<file path="config.mk">
export PLATFORM = sky130hd
export DESIGN_NAME = disk_ctrl_command_status_words
export DESIGN_NICKNAME = d
export VERILOG_FILES = /design/src/logic/disk_ctrl_pkg.sv /design/src/logic/stream_if.sv /design/src/logic/stream_fifo.sv /design/src/logic/bus_cycle_timer.sv /design/src/logic/disk_ctrl_command_status_words.sv
export SDC_FILE = /design/constraint.sdc
export NUM_CORES = 1
export LEC_CHECK = 0
export ABC_AREA = 1
export BUFFER_PORTS_ARGS = -buffer_cell sky130_fd_sc_hd__buf_4
export CAP_MARGIN = 20
export CORE_MARGIN = 2
export CORE_UTILIZATION = 53
export CTS_CLUSTER_DIAMETER = 100
export DETAILED_ROUTE_END_ITERATION = 12
export GPL_TIMING_DRIVEN = 0
export PLACE_DENSITY_LB_ADDON = 0.15
export SYNTH_ARGS = -nofsm -noshare
export SYNTH_HDL_FRONTEND = slang
export SYNTH_SLANG_ARGS = --single-unit
export TNS_END_PERCENT = 5
</file>
<file path="constraint.sdc">
create_clock -name sys_clk -period 3.6 [get_ports sys_clk]
set_clock_uncertainty 0.05 [all_clocks]
set_input_delay 0.18 -clock sys_clk [delete_from_list [all_inputs] [get_ports sys_clk]]
set_output_delay 0.18 -clock sys_clk [all_outputs]
set_load 0.005 [all_outputs]
</file>
<file path="src/logic/disk_ctrl_pkg.sv">
package disk_ctrl_pkg;
   typedef logic [15:0] word_t;
   typedef logic [2:0] word_sel_t;
   typedef logic [19:0] mem_addr_t;
   typedef enum {ST_IDLE, ST_CHECK, ST_RUN} ctrl_state_t;

   // Word indices on the host word port
   localparam word_sel_t WORD_SECTOR = 3'h2;
   localparam word_sel_t WORD_CYLINDER = 3'h3;
   localparam word_sel_t WORD_COUNT = 3'h4;
   localparam word_sel_t WORD_ADDR_LOW = 3'h5;
   localparam word_sel_t WORD_UNIT_ADDR_HIGH = 3'h6;
   localparam word_sel_t WORD_STATUS = 3'h7;

   // Status word bit positions (documented bit n sits at vector bit 15-n)
   localparam int SB_IDLE = 15;
   localparam int SB_COMPLETE = 14;
   localparam int SB_ERROR = 13;
   localparam int SB_INT_EN = 12;
   localparam int SB_LOCKOUT = 11;
   localparam int SB_MEM_FAULT = 7;
   localparam int SB_BUS_TIMEOUT = 5;
   localparam int SB_CMD_TIMEOUT = 2;
   localparam int SB_UNIT_FAULT = 0;
   localparam word_t STATUS_RST = 16'h8000;
   localparam word_t ERR_MASK = 16'h01ff;
   localparam word_t ENG_MASK = 16'h07ff;
   localparam logic [7:0] SELFTEST_FAIL_BYTE = 8'hff;

   // Field layout
   localparam int SECTOR_LSB = 0;
   localparam int SECTOR_W = 8;
   localparam logic [7:0] SECTOR_MAX = 8'h3c;
   localparam word_t CYLINDER_MAX = 16'h032c;
   localparam int USEL_LSB = 8;
   localparam int USEL_W = 4;
   localparam int ADDR_LO_W = 15;
   localparam int ADDR_HI_W = 5;
   localparam word_t WORD_RST = 16'h0000;

   // Bus cycle timer: longest time, rounded down
   localparam int CLK_PERIOD_NS = 100;
   localparam int BUS_TIMEOUT_NS = 12000;
   localparam int BUS_TIMEOUT_CYC = BUS_TIMEOUT_NS / CLK_PERIOD_NS;

   localparam int FIFO_DEPTH = 16;
endpackage

</file>
<file path="src/logic/stream_if.sv">
`timescale 1ns/1ps
interface stream_if #(parameter int WIDTH = 16) ();
   logic valid;
   logic ready;
   logic [WIDTH-1:0] data;
   modport src (output valid, output data, input ready);
   modport snk (input valid, input data, output ready);
endinterface

</file>
<file path="src/logic/stream_fifo.sv">
`timescale 1ns/1ps
module stream_fifo #(
   parameter int WIDTH = 16,
   parameter int DEPTH = 16
) (
   // Clock and reset
   input wire logic clk,
   input wire logic rstn,
   // Streams
   stream_if.snk inS,
   stream_if.src outS
);
   localparam int AW = $clog2(DEPTH);
   localparam int CW = AW + 1;
   localparam logic [CW-1:0] FULL_CNT = CW'(DEPTH);

   logic [WIDTH-1:0] mem [DEPTH];
   logic [AW-1:0] wrPtr_r;
   logic [AW-1:0] rdPtr_r;
   logic [CW-1:0] cnt_r;
   logic push;
   logic pop;

   assign inS.ready = (cnt_r != FULL_CNT);
   assign outS.valid = (cnt_r != '0);
   assign outS.data = mem[rdPtr_r];
   assign push = inS.valid && inS.ready;
   assign pop = outS.valid && outS.ready;

   always_ff @(posedge clk) begin
      if (push) begin
         mem[wrPtr_r] <= inS.data;
      end
   end

   always_ff @(posedge clk) begin
      if (!rstn) begin
         wrPtr_r <= '0;
         rdPtr_r <= '0;
         cnt_r <= '0;
      end else begin
         if (push) begin
            wrPtr_r <= wrPtr_r + 1'b1;
         end
         if (pop) begin
            rdPtr_r <= rdPtr_r + 1'b1;
         end
         if (push && !pop) begin
            cnt_r <= cnt_r + 1'b1;
         end else if (pop && !push) begin
            cnt_r <= cnt_r - 1'b1;
         end
      end
   end
endmodule // stream_fifo

</file>
<file path="src/logic/bus_cycle_timer.sv">
`timescale 1ns/1ps
module bus_cycle_timer #(
   parameter int LIMIT = 120
) (
   // Clock and reset
   input wire logic clk,
   input wire logic rstn,
   // Cycle watch
   input wire logic active,
   output logic expired
);
   localparam int CW = $clog2(LIMIT + 1);
   localparam logic [CW-1:0] LAST = CW'(LIMIT - 1);
   logic [CW-1:0] cnt_r;

   // Fires in the LIMIT-th cycle that a bus cycle stays open
   assign expired = active && (cnt_r == LAST);

   always_ff @(posedge clk) begin
      if (!rstn || !active) begin
         cnt_r <= '0;
      end else if (!expired) begin
         cnt_r <= cnt_r + 1'b1;
      end
   end
endmodule // bus_cycle_timer

</file>
<file path="src/logic/disk_ctrl_command_status_words.sv">
// How it works
// - Upper byte of sector word is stored but never used by hardware.
// - Low byte of sector word is the start sector, valid 00 to 3C.
// - Start sector above 3C ends a transfer command with command time-out.
// - Self-test failure sets status low byte to FF and code in sector word.
// - Cylinder word is seek target, readable, updated and holds test number.
// - Cylinder above 032C terminates and sets unit fault.
// - Transfer to missing memory reports bus time-out.
// - Suppressed read drains disk data without any memory write.
// - 20-bit buffer address split over low word and unit word low bits.
// - Address counts up; after memory fault it reads fault address plus 2.
// - Device masters the memory bus, stepping through the word count.
// - Unit select is one-hot; other patterns give offline and no operation.
// - Host writes and status reads are honoured only while idle.
// - Writing status with idle bit zero starts the operation.
// - Complete bit set on clean finish; host may clear it.
// - Error bit set on any error, details in status bits.
// - Interrupt while idle, enabled and complete or error.
// - Lockout set on first status read, cleared at reset and command end.
// - Retry and ECC corrected bits reported from the last operation.
// - Self-test failure bits stay set and block commands until reset.
// - Each bus cycle bounded by 12 us; expiry aborts and sets bus time-out.
`timescale 1ns/1ps
module disk_ctrl_command_status_words
   import disk_ctrl_pkg::*;
(
   // Clock and reset
   input wire logic sys_clk,
   input wire logic rstn,
   // Host word port
   input wire disk_ctrl_pkg::word_sel_t regSel,
   input wire logic regWr,
   input wire logic regRd,
   input wire disk_ctrl_pkg::word_t regWdata,
   output disk_ctrl_pkg::word_t regRdata,
   output logic cmdIrq,
   // Memory bus master
   output logic memReq,
   output logic memWe,
   output disk_ctrl_pkg::mem_addr_t memAddr,
   output disk_ctrl_pkg::word_t memWdata,
   input wire disk_ctrl_pkg::word_t memRdata,
   input wire logic memAck,
   input wire logic memErr,
   // Disk read data into the buffer
   input wire logic diskInValid,
   input wire disk_ctrl_pkg::word_t diskInData,
   output logic diskInReady,
   // Disk write data out
   output logic diskOutValid,
   output disk_ctrl_pkg::word_t diskOutData,
   input wire logic diskOutReady,
   // Command engine
   input wire logic cmdToDisk,
   input wire logic cmdXfer,
   input wire logic suppressTransfer,
   input wire logic engDone,
   input wire disk_ctrl_pkg::word_t engStatus,
   input wire logic engPosLoad,
   input wire disk_ctrl_pkg::word_t engSector,
   input wire disk_ctrl_pkg::word_t engCylinder,
   input wire logic stFail,
   input wire disk_ctrl_pkg::word_t stCode,
   output logic opStart,
   output logic opAbort,
   output logic [3:0] unitSel,
   output logic unitOffline,
   output disk_ctrl_pkg::word_t startSector,
   output disk_ctrl_pkg::word_t seekCylinder
);
   import disk_ctrl_pkg::*;

   ctrl_state_t state_r;
   word_t sector_r;
   word_t cyl_r;
   word_t count_r;
   word_t status_r;
   mem_addr_t addr_r;
   logic [USEL_W-1:0] usel_r;
   logic [14:0] xferLeft_r;
   logic selfFail_r;
   logic engSeen_r;
   logic memReq_r;
   logic memWe_r;
   word_t memWdata_r;
   logic outValid_r;
   word_t outData_r;
   word_t rdata_r;
   logic irq_r;
   logic opStart_r;
   logic opAbort_r;
   logic offline_r;

   logic wrOk;
   logic startReq;
   logic unitOk;
   logic badCyl;
   logic badSec;
   logic tmoExpire;
   logic finish;
   logic finErr;
   logic launch;
   word_t finFlags;

   stream_if #(.WIDTH(16)) diskS ();
   stream_if #(.WIDTH(16)) dmaS ();

   assign diskS.valid = diskInValid;
   assign diskS.data = diskInData;
   assign diskInReady = diskS.ready;

   // Disk side keeps running while the bus is slow; the buffer absorbs up to 16 words, then refuses
   stream_fifo #(.WIDTH(16), .DEPTH(FIFO_DEPTH)) u_fifo (
      .clk(sys_clk),
      .rstn(rstn),
      .inS(diskS),
      .outS(dmaS)
   );

   bus_cycle_timer #(.LIMIT(BUS_TIMEOUT_CYC)) u_tmo (
      .clk(sys_clk),
      .rstn(rstn),
      .active(memReq_r),
      .expired(tmoExpire)
   );

   assign wrOk = regWr && status_r[SB_IDLE];
   assign startReq = wrOk && (regSel == WORD_STATUS) &&
      !regWdata[SB_IDLE];
   assign unitOk = $onehot(usel_r);
   assign badCyl = (cyl_r > CYLINDER_MAX);
   assign badSec = cmdXfer &&
      (sector_r[SECTOR_LSB +: SECTOR_W] > SECTOR_MAX);
   assign launch = (state_r == ST_RUN) && !finish && !memReq_r &&
      (xferLeft_r != '0);
   // Pops when a word is captured or discarded; idle drains what a cut
   // command left behind so it never leaks into the next transfer
   assign dmaS.ready = (launch && !cmdToDisk) || (state_r == ST_IDLE);

   always_comb begin
      finFlags = '0;
      finish = 1'b0;
      case (state_r)
         ST_CHECK: begin
            if (selfFail_r) begin
               finFlags[SB_ERROR] = 1'b1;
            end else if (!unitOk || badCyl) begin
               finFlags[SB_UNIT_FAULT] = 1'b1;
            end else if (badSec) begin
               finFlags[SB_CMD_TIMEOUT] = 1'b1;
            end
            finish = selfFail_r || !unitOk || badCyl || badSec;
         end
         ST_RUN: begin
            if (memReq_r && memErr) begin
               finFlags[SB_MEM_FAULT] = 1'b1;
            end
            if (tmoExpire) begin
               finFlags[SB_BUS_TIMEOUT] = 1'b1;
            end
            if (engDone) begin
               finFlags = finFlags | (engStatus & ENG_MASK);
            end
            finish = |(finFlags & ERR_MASK) ||
               (engSeen_r && (xferLeft_r == '0) && !memReq_r &&
               !outValid_r);
         end
         default: begin
         end
      endcase
   end

   assign finErr = |((status_r | finFlags) & ERR_MASK) || selfFail_r;

   always_ff @(posedge sys_clk) begin
      if (!rstn) begin
         state_r <= ST_IDLE;
      end else begin
         case (state_r)
            ST_IDLE: begin
               if (startReq) begin
                  state_r <= ST_CHECK;
               end
            end
            ST_CHECK: begin
               state_r <= finish ? ST_IDLE : ST_RUN;
            end
            ST_RUN: begin
               if (finish) begin
                  state_r <= ST_IDLE;
               end
            end
            default: begin
               state_r <= ST_IDLE;
            end
         endcase
      end
   end

   // Status word: host write first, hardware events after so a set wins
   always_ff @(posedge sys_clk) begin
      if (!rstn) begin
         status_r <= STATUS_RST;
      end else begin
         if (wrOk && (regSel == WORD_STATUS)) begin
            status_r <= regWdata;
            status_r[SB_LOCKOUT] <= status_r[SB_LOCKOUT];
            if (selfFail_r) begin
               status_r[7:0] <= SELFTEST_FAIL_BYTE;
            end
         end
         if (regRd && (regSel == WORD_STATUS)) begin
            status_r[SB_LOCKOUT] <= 1'b1;
         end
         if (state_r == ST_RUN) begin
            status_r <= status_r | finFlags;
         end
         if (finish) begin
            status_r <= status_r | finFlags;
            status_r[SB_IDLE] <= 1'b1;
            status_r[SB_LOCKOUT] <= 1'b0;
            status_r[SB_COMPLETE] <= !finErr;
            status_r[SB_ERROR] <= finErr;
         end
         if (stFail) begin
            status_r[7:0] <= SELFTEST_FAIL_BYTE;
            status_r[SB_ERROR] <= 1'b1;
         end
      end
   end

   always_ff @(posedge sys_clk) begin
      if (!rstn) begin
         selfFail_r <= 1'b0;
      end else if (stFail) begin
         selfFail_r <= 1'b1;
      end
   end

   // Sector and cylinder words; whole upper byte of sector is kept only
   // for read-back since one sector is always one record
   always_ff @(posedge sys_clk) begin
      if (!rstn) begin
         sector_r <= WORD_RST;
         cyl_r <= WORD_RST;
         count_r <= WORD_RST;
         usel_r <= '0;
      end else begin
         if (wrOk && (regSel == WORD_SECTOR)) begin
            sector_r <= regWdata;
         end
         if (wrOk && (regSel == WORD_CYLINDER)) begin
            cyl_r <= regWdata;
         end
         if (wrOk && (regSel == WORD_COUNT)) begin
            count_r <= regWdata;
         end
         if (wrOk && (regSel == WORD_UNIT_ADDR_HIGH)) begin
            usel_r <= regWdata[USEL_LSB +: USEL_W];
         end
         if (engPosLoad) begin
            sector_r <= engSector;
            cyl_r <= engCylinder;
         end
         if (stFail) begin
            sector_r <= stCode;
         end
      end
   end

   // Bus master: address, remaining words and the bus cycle
   always_ff @(posedge sys_clk) begin
      if (!rstn) begin
         addr_r <= '0;
         xferLeft_r <= '0;
         memReq_r <= 1'b0;
         memWe_r <= 1'b0;
         memWdata_r <= WORD_RST;
      end else begin
         if (wrOk && (regSel == WORD_ADDR_LOW)) begin
            addr_r[ADDR_LO_W-1:0] <= regWdata[15:1];
         end
         if (wrOk && (regSel == WORD_UNIT_ADDR_HIGH)) begin
            addr_r[19:ADDR_LO_W] <= regWdata[ADDR_HI_W-1:0];
         end
         if (state_r == ST_CHECK) begin
            xferLeft_r <= cmdXfer ? count_r[15:1] : '0;
         end
         if (memReq_r && (memAck || memErr)) begin
            memReq_r <= 1'b0;
            addr_r <= addr_r + 1'b1;
         end else if (finish) begin
            memReq_r <= 1'b0;
         end else if (launch) begin
            if (cmdToDisk) begin
               if (!outValid_r) begin
                  memReq_r <= 1'b1;
                  memWe_r <= 1'b0;
                  xferLeft_r <= xferLeft_r - 1'b1;
               end
            end else if (dmaS.valid) begin
               xferLeft_r <= xferLeft_r - 1'b1;
               if (!suppressTransfer) begin
                  memReq_r <= 1'b1;
                  memWe_r <= 1'b1;
                  memWdata_r <= dmaS.data;
               end
            end
         end
      end
   end

   always_ff @(posedge sys_clk) begin
      if (!rstn) begin
         outValid_r <= 1'b0;
         outData_r <= WORD_RST;
      end else if (memReq_r && memAck && !memWe_r) begin
         outValid_r <= 1'b1;
         outData_r <= memRdata;
      end else if (diskOutReady || state_r != ST_RUN) begin
         outValid_r <= 1'b0;
      end
   end

   always_ff @(posedge sys_clk) begin
      if (!rstn) begin
         engSeen_r <= 1'b0;
         opStart_r <= 1'b0;
         opAbort_r <= 1'b0;
         offline_r <= 1'b0;
         irq_r <= 1'b0;
      end else begin
         if (state_r == ST_CHECK) begin
            engSeen_r <= 1'b0;
         end else if (engDone && state_r == ST_RUN) begin
            engSeen_r <= 1'b1;
         end
         opStart_r <= (state_r == ST_CHECK) && !finish;
         opAbort_r <= (state_r == ST_RUN) && finish && finErr;
         offline_r <= !unitOk;
         irq_r <= status_r[SB_IDLE] && status_r[SB_INT_EN] &&
            (status_r[SB_COMPLETE] || status_r[SB_ERROR]);
      end
   end

   // Busy: only the idle bit is visible, everything else reads zero
   always_ff @(posedge sys_clk) begin
      if (!rstn) begin
         rdata_r <= WORD_RST;
      end else if (regRd) begin
         rdata_r <= WORD_RST;
         if (!status_r[SB_IDLE]) begin
            rdata_r[SB_IDLE] <= 1'b0;
         end else if (regSel == WORD_SECTOR) begin
            rdata_r <= sector_r;
         end else if (regSel == WORD_CYLINDER) begin
            rdata_r <= cyl_r;
         end else if (regSel == WORD_COUNT) begin
            rdata_r <= count_r;
         end else if (regSel == WORD_ADDR_LOW) begin
            rdata_r <= {addr_r[ADDR_LO_W-1:0], 1'b0};
         end else if (regSel == WORD_UNIT_ADDR_HIGH) begin
            rdata_r <= {4'h0, usel_r, 3'h0, addr_r[19:ADDR_LO_W]};
         end else if (regSel == WORD_STATUS) begin
            rdata_r <= status_r;
         end
      end
   end

   assign regRdata = rdata_r;
   assign cmdIrq = irq_r;
   assign memReq = memReq_r;
   assign memWe = memWe_r;
   assign memAddr = addr_r;
   assign memWdata = memWdata_r;
   assign diskOutValid = outValid_r;
   assign diskOutData = outData_r;
   assign opStart = opStart_r;
   assign opAbort = opAbort_r;
   assign unitSel = usel_r;
   assign unitOffline = offline_r;
   assign startSector = sector_r;
   assign seekCylinder = cyl_r;
endmodule // disk_ctrl_command_status_words

</file>
## Word-level counts from Yosys, hierarchy flattened

Memories as Yosys holds them, arrays and structs flattened. A register that Yosys moved wholly into a read port is not among the register bits.
Cells that the tools add are included.

- Multiplexer cells: 66
- Eq/ne operators: 18
- Bitwise operators: 7
- Reduce and logical (&&, ||, !) cells: 80
- Add/subtract/negate cells: 10
- $lt $le $gt $ge: 2

Operators with widths:

| kind | count |
|---|---|
| $mux 16 | 14 |
| $mux 15 | 11 |
| $pmux 32 s3 | 1 |
| $eq 32x2->1 const B | 2 |
| $logic_not 32->1 | 2 |
| $mux 32 | 2 |
| $eq 32x1->1 const B | 1 |
| $eq 32x3->1 const B | 1 |
| $logic_and 1x1->1 | 32 |
| $ne 32x3->1 const B | 1 |
| $mux 1 | 24 |
| $add 20x1->20 const B | 1 |
| $mux 20 | 1 |
| $reduce_or 9->1 | 2 |
| $gt 16x10->1 const B | 1 |
| $mux 8 | 2 |
| $or 16x16->16 | 1 |
| $reduce_bool 2->1 | 8 |
| $logic_not 15->1 | 1 |
| $mux 5 | 3 |
| $reduce_bool 15->1 | 1 |
| $sub 15x1->15 const B | 1 |
| $eq 3x3->1 const B | 4 |
| $logic_not 1->1 | 12 |
| other kinds (27) | 54 |

- Output and inout bits: 112
- Register bits: 196
- Memories kept: 1
- Logic and storage cells: 211
- Bits of input ports: 129
- RAM bits: 256

Memories:

| name | depth | bits a word | rd ports | clocked after memory_dff | write ports | RTL line | source |
|---|---|---|---|---|---|---|---|
| u_fifo.mem | 16 | 16 | 1 | 1 | 1 | stream_fifo.sv:17 | `logic [WIDTH-1:0] mem [DEPTH];` |

## Logic depth before layout (Yosys ltp)

Gate-level depths: netlist of the first run.

- Depth in word-level cells: 20
- Mapped depth: 26
- Mapped depth without buffers: 26

## Modules after synthesis

From an unflattened synthesis of the first run, not the netlist that was laid out.

- Cells, all modules: 2519
- Area, all modules: 20915.1 um^2

By module, submodules not included:

| module | instances | area an instance (um^2) | seq. area each (um^2) | cells an instance |
|---|---|---|---|---|
| stream_fifo | 1 | 11913.9 | 8027.7 | 1172 |
| disk_ctrl_command_status_words | 1 | 8637.0 | 3243.1 | 1296 |
| bus_cycle_timer | 1 | 364.1 | 140.1 | 51 |

## Worst setup path before layout of the first run

No wires, ideal clock.

- Kind: register -> register
- Start: register usel_r[0], in the netlist unitSel[0]
- End: register u_fifo.cnt_r[4]
- Library setup time: 0.119 ns
- Setup slack: -0.205 ns
- Data arrival time: 3.636 ns
- Cell stages (with the launch flop): 27
- Path buffers: 0
- Clock period less this slack: 3.805 ns
- Required time: 3.431 ns
- Cell sequence: dfxtp_1 > inv_1 > fa_1 > inv_1 > ha_1 > ha_1 > nor2_1 > nand2_1 > nor2_1 > nand3_1 > nand2_1 > nand2_1 > nand2_4 > nand4_1 > nand2_1 > nand2_1 > ha_1 > inv_1 > ha_1 > nand2_1 > nor2_1 > a211oi_1 > nand2_1 > nand2_1 > nor2_1 > o21ai_0 > a21oi_1

- Longest elaborated chain between the ends: 18
- Elaborated cells on any way between the ends: 20
- Classes of those cells: add/sub (2); eq/ne (1); mux (2); reduce/logical (15)

Ends and longest elaborated chain:

| element | RTL line | source |
|---|---|---|
| start: declaration | disk_ctrl_command_status_words.sv:79 | `logic [USEL_W-1:0] usel_r;` |
| start signal: assignment | disk_ctrl_command_status_words.sv:259 | `usel_r <= regWdata[USEL_LSB +: USEL_W];` |
| $add 1x1->2 (implied by the code) * | disk_ctrl_command_status_words.sv:130 | `assign unitOk = $onehot(usel_r);` |
| $add 2x2->3 (implied by the code) * | disk_ctrl_command_status_words.sv:130 |  |
| $eq 3x1->1 * | disk_ctrl_command_status_words.sv:130 |  |
| $logic_not 1->1 * | disk_ctrl_command_status_words.sv:152 | `finish = selfFail_r \|\| !unitOk \|\| badCyl \|\| badSec;` |
| $logic_or 1x1->1 * (3 in series) | disk_ctrl_command_status_words.sv:152 |  |
| $pmux 1 s2 * | disk_ctrl_command_status_words.sv:143 | `case (state_r)` |
| $logic_not 1->1 * | disk_ctrl_command_status_words.sv:134 | `assign launch = (state_r == ST_RUN) && !finish && !memReq_r &&` |
| $logic_and 1x1->1 * (3 in series) | disk_ctrl_command_status_words.sv:134 |  |
| $logic_and 1x1->1 * | disk_ctrl_command_status_words.sv:138 | `assign dmaS.ready = (launch && !cmdToDisk) \|\| (state_r == ST_IDLE);` |
| $logic_or 1x1->1 * | disk_ctrl_command_status_words.sv:138 |  |
| $logic_and 1x1->1 * | stream_fifo.sv:28 | `assign pop = outS.valid && outS.ready;` |
| $logic_not 1->1 | stream_fifo.sv:48 | `if (push && !pop) begin` |
| $logic_and 1x1->1 | stream_fifo.sv:48 |  |
| $mux 5 / $reduce_bool 2->1 (equally long branches) | - |  |
| end signal: assignment | stream_fifo.sv:49 | `cnt_r <= cnt_r + 1'b1;` |
| end signal: assignment | stream_fifo.sv:51 | `cnt_r <= cnt_r - 1'b1;` |
| end: declaration | stream_fifo.sv:20 | `logic [CW-1:0] cnt_r;` |

Mark *: on every way between the ends. The rest lies on a longest branch, timed or not.
A chain may end at the register's enable or synchronous reset.

## Worst setup path in the final report of the first run

- Start: register usel_r[3], in the netlist unitSel[3]
- End: register u_fifo.cnt_r[4]

The elaborated chain is that of the path after synthesis.

==> results_dict.tcl, run 1 <==
set metrics [dict create \
    outcome "complete, but fails checks" \
    violations "negative setup slack" \
    htree_levels 2 \
    yosysSeqAreaShare 0.580 \
    ys_top_cells_by_count "o21ai_0 (268), nand2_1 (257), edfxtp_1 (256)" \
    maxCapViolCount 0 \
    synth.cell_area_um2 19500 \
    cts.sinks 438 \
    area_delta_synth_final_pct 28.0 \
    slowest_delay_ps 540 \
    powerDensity_nw_per_um2 567 \
    routedWlPerCell_um 24.1 \
    tns_ps -42.1 \
    overflow 0 \
    async_flop_share 0 \
    io_buffers 232 \
    critPathCaptureType "flip-flop" \
    required_ps 4030 \
    gp_congestion 1.01 \
    synth_area_leaders "edfxtp_1 (39%), dfxtp_1 (19%), o21ai_0 (6.9%)" \
    max_freq_mhz 275 \
    hold_class "input pin to flip-flop" \
    crit_family "simple AND/OR/NAND/NOR gates" \
    yosys.area.top_type "edfxtp_1" \
    synth_seq_cells 438 \
    finalPower_mw 14.2 \
    rsz0062_at_grt "true" \
    crit_path_frequent_cell "nand2_2" \
    netlist.area_leader.share 0.393 \
    syn_nets 2231 \
    vdd_drop_max_v 0.000485 \
    synth_ff_type "edfxtp_1" \
    wl_met3_mm 8.17 \
    fillers 2841 \
    reg2regPathDepth 25 \
    highest_layer "met4" \
    wl_met2_mm 31.2 \
    crit_cells 25 \
    r2r_setup_slack_ps -40 \
    nNetsFinal 2646 \
    slew_violations 0 \
    drc 0 \
    vias 17800 \
    seqCellArea_um2 11300 \
    post-route-util 0.687 \
    clkPwrFrac 0.339 \
    clock_path_buffers 3 \
    leakage_nw 9.90 \
    cts_tree "done" \
    post-route-period-util 1.01 \
    vias_per_cell 5.93 \
    dieArea_um2 38400 \
    setup_ws_ps -42.1 \
    layout_min_cycle_time_ps 3640 \
    crit_end "u_fifo.cnt_r[4]" \
    grt_pass1_vias 17100 \
    pre_cts_ws_ps -438 \
    cts-root-buf "clkbuf_16" \
    clk_latency_ps 590 \
    initial_core_util 0.537 \
    finalSetupViolCount 1 \
    hold_viol_final 0 \
    drtIter0Drc 1837 \
    pin_count 241 \
    dieWidth_um 196 \
    start_kind "flip-flop" \
    die_h_um 196 \
    cp_max_fo 4 \
    final_layout_size_suffix_gt1_frac 0.168 \
    r2r_end "u_fifo.cnt_r[4]" \
    cp_slowest_cell "fa_1" \
    synthCells 2081 \
    avgSynthCellArea_um2 9.39 \
    core_area_um2 36400 \
    routed_wl_mm 72.2 \
    crit-reg2reg-launch "unitSel[3]" \
    p_sw_mw 4.59 \
    cp_num_buf_inv 4 \
    grt_use_total 0.372 \
    worst_pin_slew_ps 989 \
    rows 70 \
    hpwl_mm 53.4 \
    swShare 0.324 \
    synthDistinctLibCells 48 \
    power_frac_seq 0.398 \
    grt_pass1_wl_mm 106 \
    cts.clk_slew.worst_paths_ps 70 \
    multiInputGateArea_um2 7130 \
    p_int_mw 9.59 \
    antenna_found_initial 1 \
    yosysMostFrequentCell "o21ai_0" \
    ant_nets 0 \
    relSlewSlack 0.338 \
    firstDrtPassIters 5 \
    path_class "flip-flop to flip-flop" \
    cp.arrival_ps 4070 \
    yosysWarningCount 0 \
    pwr-share-comb 0.262 \
    grt_max_degree 17 \
    wl_met1_mm 30.6 \
    critPathLaunch "unitSel[3]" \
    diodes 0 \
    numCtsBuffers 46 \
    synth_edf_count 256 \
]
==> state kept, by name, indices dropped and copies added (netlist names), 4 cells and up <==
signal / cells
count_r: 16
diskOutData: 16
memAddr: 20
memWdata: 16
regRdata: 16
seekCylinder: 16
startSector: 16
status_r: 16
u_fifo.cnt_r: 5
u_fifo.mem: 256
u_fifo.rdPtr_r: 4
u_fifo.wrPtr_r: 4
u_tmo.cnt_r: 7
unitSel: 4
xferLeft_r: 15
==> power by group through the flow <==
stage               registers (mW)  clock network (mW)  logic (mW)
CTS                           5.63                4.82        3.52
global placement              5.73                   0        3.21
global route                  5.66                5.01        3.99
floorplan                     5.68                   0        2.05
finish                        5.65                4.81        3.72
detailed placement            5.73                   0        3.29
==> worst min-delay path by stage <==
stage	cells after the start	start	slack, ps	end
final	5	engSector[15]	20	startSector[15]
after global routing	3	rstn	50	xferLeft_r[11]
after CTS	3	rstn	3	memAddr[2]
after detailed placement	3	memRdata[13]	360	diskOutData[13]
after global placement	3	memRdata[7]	350	diskOutData[7]
after floorplan	0	diskInData[0]	230	u_fifo.mem[0][0]
==> layer usage <==
layer  track usage  vias up
li1              -     8064
met1         0.544     8533
met2         0.555     1043
met3        0.0865      156
met4         0.111        0
met5             0        -
==> cell families (layout without fill, tap and decap cells) <==
| family | count (synthesis) | count (layout) | synth area share |
|---|---|---|---|
| fa+ha+maj | 21 | 21 | 0.0142 |
| buf+inv | 331 | 782 | 0.0666 |
| xor+xnor | 24 | 24 | 0.0108 |
| mux | 65 | 65 | 0.0333 |
| flops | 438 | 438 | 0.580 |
| simple gates | 561 | 561 | 0.118 |
| compound gates | 641 | 641 | 0.178 |
==> layout by cell type (no fill, tap or decap), types with 47 or more instances in the layout <==
master / netlist / layout
dlygate4sd3_1: 0 / 99
nor2_1: 200 / 180
clkbuf_16: 0 / 47
buf_4: 3 / 255
nand3_1: 64 / 61
edfxtp_1: 256 / 256
inv_1: 218 / 214
nand2_1: 257 / 250
a21oi_1: 236 / 234
dfxtp_1: 182 / 179
mux2i_1: 65 / 65
clkbuf_1: 84 / 93
o21ai_0: 268 / 265
==> stage by stage <==
stage	hold slack (ps)	cell area (um2)	cells
floorplan	229	19600	2081
global placement	352	21900	2781
detailed placement	361	22200	2797
CTS	3.23	24900	2997
global route	48.9	25000	3000
finish	24.9	25000	3000
==> worst min-delay path: stages <==
cell	delay (ps)
buf_4	90
a21oi_1	60
nor2_1	80
a21oi_1	70
a21oi_1	140
==> repair_timing <==
action	in CTS	in global routing
gates resized for setup	19	19
hold endpoints to repair	357	0
endpoints found under the setup margin	4	2
pin swaps	13	21
setup buffers	17	3
hold buffers	99	0
==> cell type report <==
cell class / instances / area share
repair buffers: 367 / 0.126
multi-input cells: 1312 / 0.285
well taps: 468 / 0.0234
plain buffers: 107 / 0.0184
inverters: 224 / 0.0338
clock inverters: 17 / 0.00640
flip-flops and latches: 438 / 0.453
clock buffers: 67 / 0.0544
No activity file was read; power rests on OpenSTA's default activity.
==> run 2, diff against run 1 <==
--- a/config.mk
+++ b/config.mk
@@ -5,11 +5,10 @@
 export SDC_FILE = /design/constraint.sdc
 export NUM_CORES = 1
 export LEC_CHECK = 0
-export ABC_AREA = 1
 export BUFFER_PORTS_ARGS = -buffer_cell sky130_fd_sc_hd__buf_4
 export CAP_MARGIN = 20
 export CORE_MARGIN = 2
-export CORE_UTILIZATION = 53
+export CORE_UTILIZATION = 52
 export CTS_CLUSTER_DIAMETER = 100
 export DETAILED_ROUTE_END_ITERATION = 12
 export GPL_TIMING_DRIVEN = 0
==> results_dict.tcl, run 2 <==
set metrics [dict create \
    outcome "complete, but fails checks" \
    violations "negative setup slack" \
    grt_pass1_wl_mm 88.7 \
    relSlewSlack 0.177 \
    setup_ws_ps -433 \
    clk_latency_ps 600 \
    routedWlPerCell_um 24.5 \
    finalSetupViolCount 4 \
    synth_ff_type "edfxtp_1" \
    routed_wl_mm 59.8 \
    reg2regPathDepth 19 \
    layout_min_cycle_time_ps 4030 \
    worst_pin_slew_ps 1220 \
    crit_path_frequent_cell "inv_2" \
    cp_num_buf_inv 4 \
    cts_tree "done" \
    final_cell_mix "edfxtp_1 (256), buf_4 (243), nor2_1 (186)" \
    holdWs_ps 19.6 \
    diodes 0 \
    gp_congestion 0.981 \
    clock_path_buffers 3 \
    start_kind "flip-flop" \
    crit_cells 19 \
    cp.arrival_ps 4500 \
    yosys.area.top_type "edfxtp_1" \
    leakage_nw 8.79 \
    initial_core_util 0.524 \
    powerDensity_nw_per_um2 530 \
    vias_per_cell 6.01 \
    max_freq_mhz 248 \
    grt_max_degree 17 \
    hold_viol_final 0 \
    largest-register "u_fifo.mem" \
    largest_reg_flops 256 \
    dieWidth_um 195 \
    hold_class "input pin to flip-flop" \
    synth_area_leaders "edfxtp_1 (40%), dfxtp_1 (19%), mux4_2 (10%)" \
    cts.sinks 438 \
    r2r_setup_slack_ps -430 \
    final_layout_size_suffix_gt1_frac 0.252 \
    yosysSeqAreaShare 0.596 \
    grt_use_total 0.314 \
    async_flop_share 0 \
    firstDrtPassIters 6 \
    netlist.area_leader.share 0.405 \
    synthCells 1529 \
    synth_top_family_by_area "multiplexers" \
    grt_pass1_vias 14500 \
    cp_slowest_cell "fa_1" \
    slowest_delay_ps 550 \
    cp_max_fo 3 \
    vdd_drop_max_v 0.000391 \
    yosysWarningCount 0 \
    synth_xor_area_frac 0.00691 \
    overflow 0 \
    die_h_um 195 \
    holdPathStages 5 \
    ant_nets 0 \
    yosys.area_share.simple 0.113 \
    synthDistinctLibCells 73 \
    yosysMostFrequentCell "edfxtp_1" \
    dieArea_um2 38100 \
    vias 14600 \
    nNetsFinal 2082 \
    finalPower_mw 12.9 \
    synthAdderAreaFrac 0.0146 \
    cts.clk_slew.worst_paths_ps 60 \
    antenna_found_initial 0 \
    synth.cell_area_um2 19000 \
    ys_top_cells_by_count "edfxtp_1 (256), nor2_1 (201), dfxtp_1 (182)" \
    layout_commonest_cell "edfxtp_1" \
    synth_seq_cells 438 \
    rows 70 \
    post-route-period-util 1.12 \
    required_ps 4060 \
    avgSynthCellArea_um2 12.4 \
    area_delta_synth_final_pct 28.3 \
    rsz0062_at_grt "true" \
    core_area_um2 36300 \
    slew_violations 0 \
    yosys-mux-area-fraction 0.144 \
    drtIter0Drc 1370 \
    syn_nets 1679 \
    numCtsBuffers 45 \
    hpwl_mm 41.8 \
    maxCapViolCount 0 \
    drc 0 \
    path_class "flip-flop to flip-flop" \
    pin_count 241 \
    crit_family "adder cells" \
    tns_ps -980 \
    synth_edf_count 256 \
    io_buffers 229 \
    htree_levels 2 \
    synth_compound_area_frac 0.0957 \
    cts-root-buf "clkbuf_16" \
    critPathCaptureType "flip-flop" \
    crit_chain "inv_2 -> fa_1 -> inv_2 -> ha_4 -> ha_4 -> nor2_4 -> nand2_4 -> o41ai_4 -> nand2_2 -> o41ai_4 -> inv_2 -> ha_4 -> fa_2 -> inv_2 -> a21o_1 -> a21oi_2 -> xnor2_1 -> or3_1 -> a21oi_1" \
]
run 2: cell types whose count changed after synthesis, sizes merged, moves of 29 or more:
cell	before	now
inv	220	22
o211ai	34	5
nand2	260	142
nand3	65	29
mux4	0	86
a21oi	237	129
o21ai	280	44
run 2: cell type report:
cell class	count	area (um2)
Sequential cell	438	11300
Fill cell	2671	11900
Multi-Input combinational cell	971	7260
Clock buffer	69	1370
Timing Repair Buffer	356	3160
Buffer	97	484
Inverter	23	88.8
Clock inverter	13	98.8
Tap cell	468	586
run 2: power breakdown:
group	internal [mW]	switching (mW)
Clock	2.64	1.97
Sequential	5.48	0.148
Combinational	1.31	1.36
Total	9.44	3.48
run 2: worst min-delay path: stages:
cell and delay [ps]:
buf_4 90, nand2b_1 80, nand2_1 90, a22oi_1 60, nor2_1 110
run 2: logic make-up (layout without fill, tap and decap cells):
logic type / after synthesis / count (layout)
buffers and inverters: 120 / 558
AOI/OAI and AO/OA: 288 / 288
and+or+nand+nor: 483 / 483
xor gates and xnor gates: 15 / 15
adders and majority gates: 21 / 21
DFF: 438 / 438
muxes: 164 / 164
run 2: metrics by stage:
stage / setup slack, ps / cell area [um2] / util / std cells
floorplan: -401 / 19000 / - / 1529
global placement: -1010 / 21300 / 0.588 / 2226
finish: -433 / 24400 / 0.672 / 2435
detailed placement: -1140 / 21700 / 0.600 / 2246
CTS: -632 / 24300 / 0.669 / 2427
global route: -557 / 24400 / 0.672 / 2435
run 2: per-layer routing:
layer	GRT usage	wire length, um	vias up
li1	-	-	6547
met1	0.382	22100	7123
met2	0.536	29400	771
met3	0.0565	5030	200
met4	0.166	3240	0
met5	0	0	-
run 2: final timing paths:
path	from	end
worst min-delay path	cmdToDisk	memReq
worst min register to register	diskOutData[10]	diskOutData[10]
worst max-delay path	unitSel[0]	u_fifo.cnt_r[4]
worst max register to register	unitSel[0]	u_fifo.cnt_r[4]
run 2: repair_timing:
item	in CTS	in global routing
setup buffers	6	5
resized for setup	15	12
endpoints found under the hold margin	361	0
hold buffers	93	0
setup endpoints to repair	33	19
pin swaps	13	12
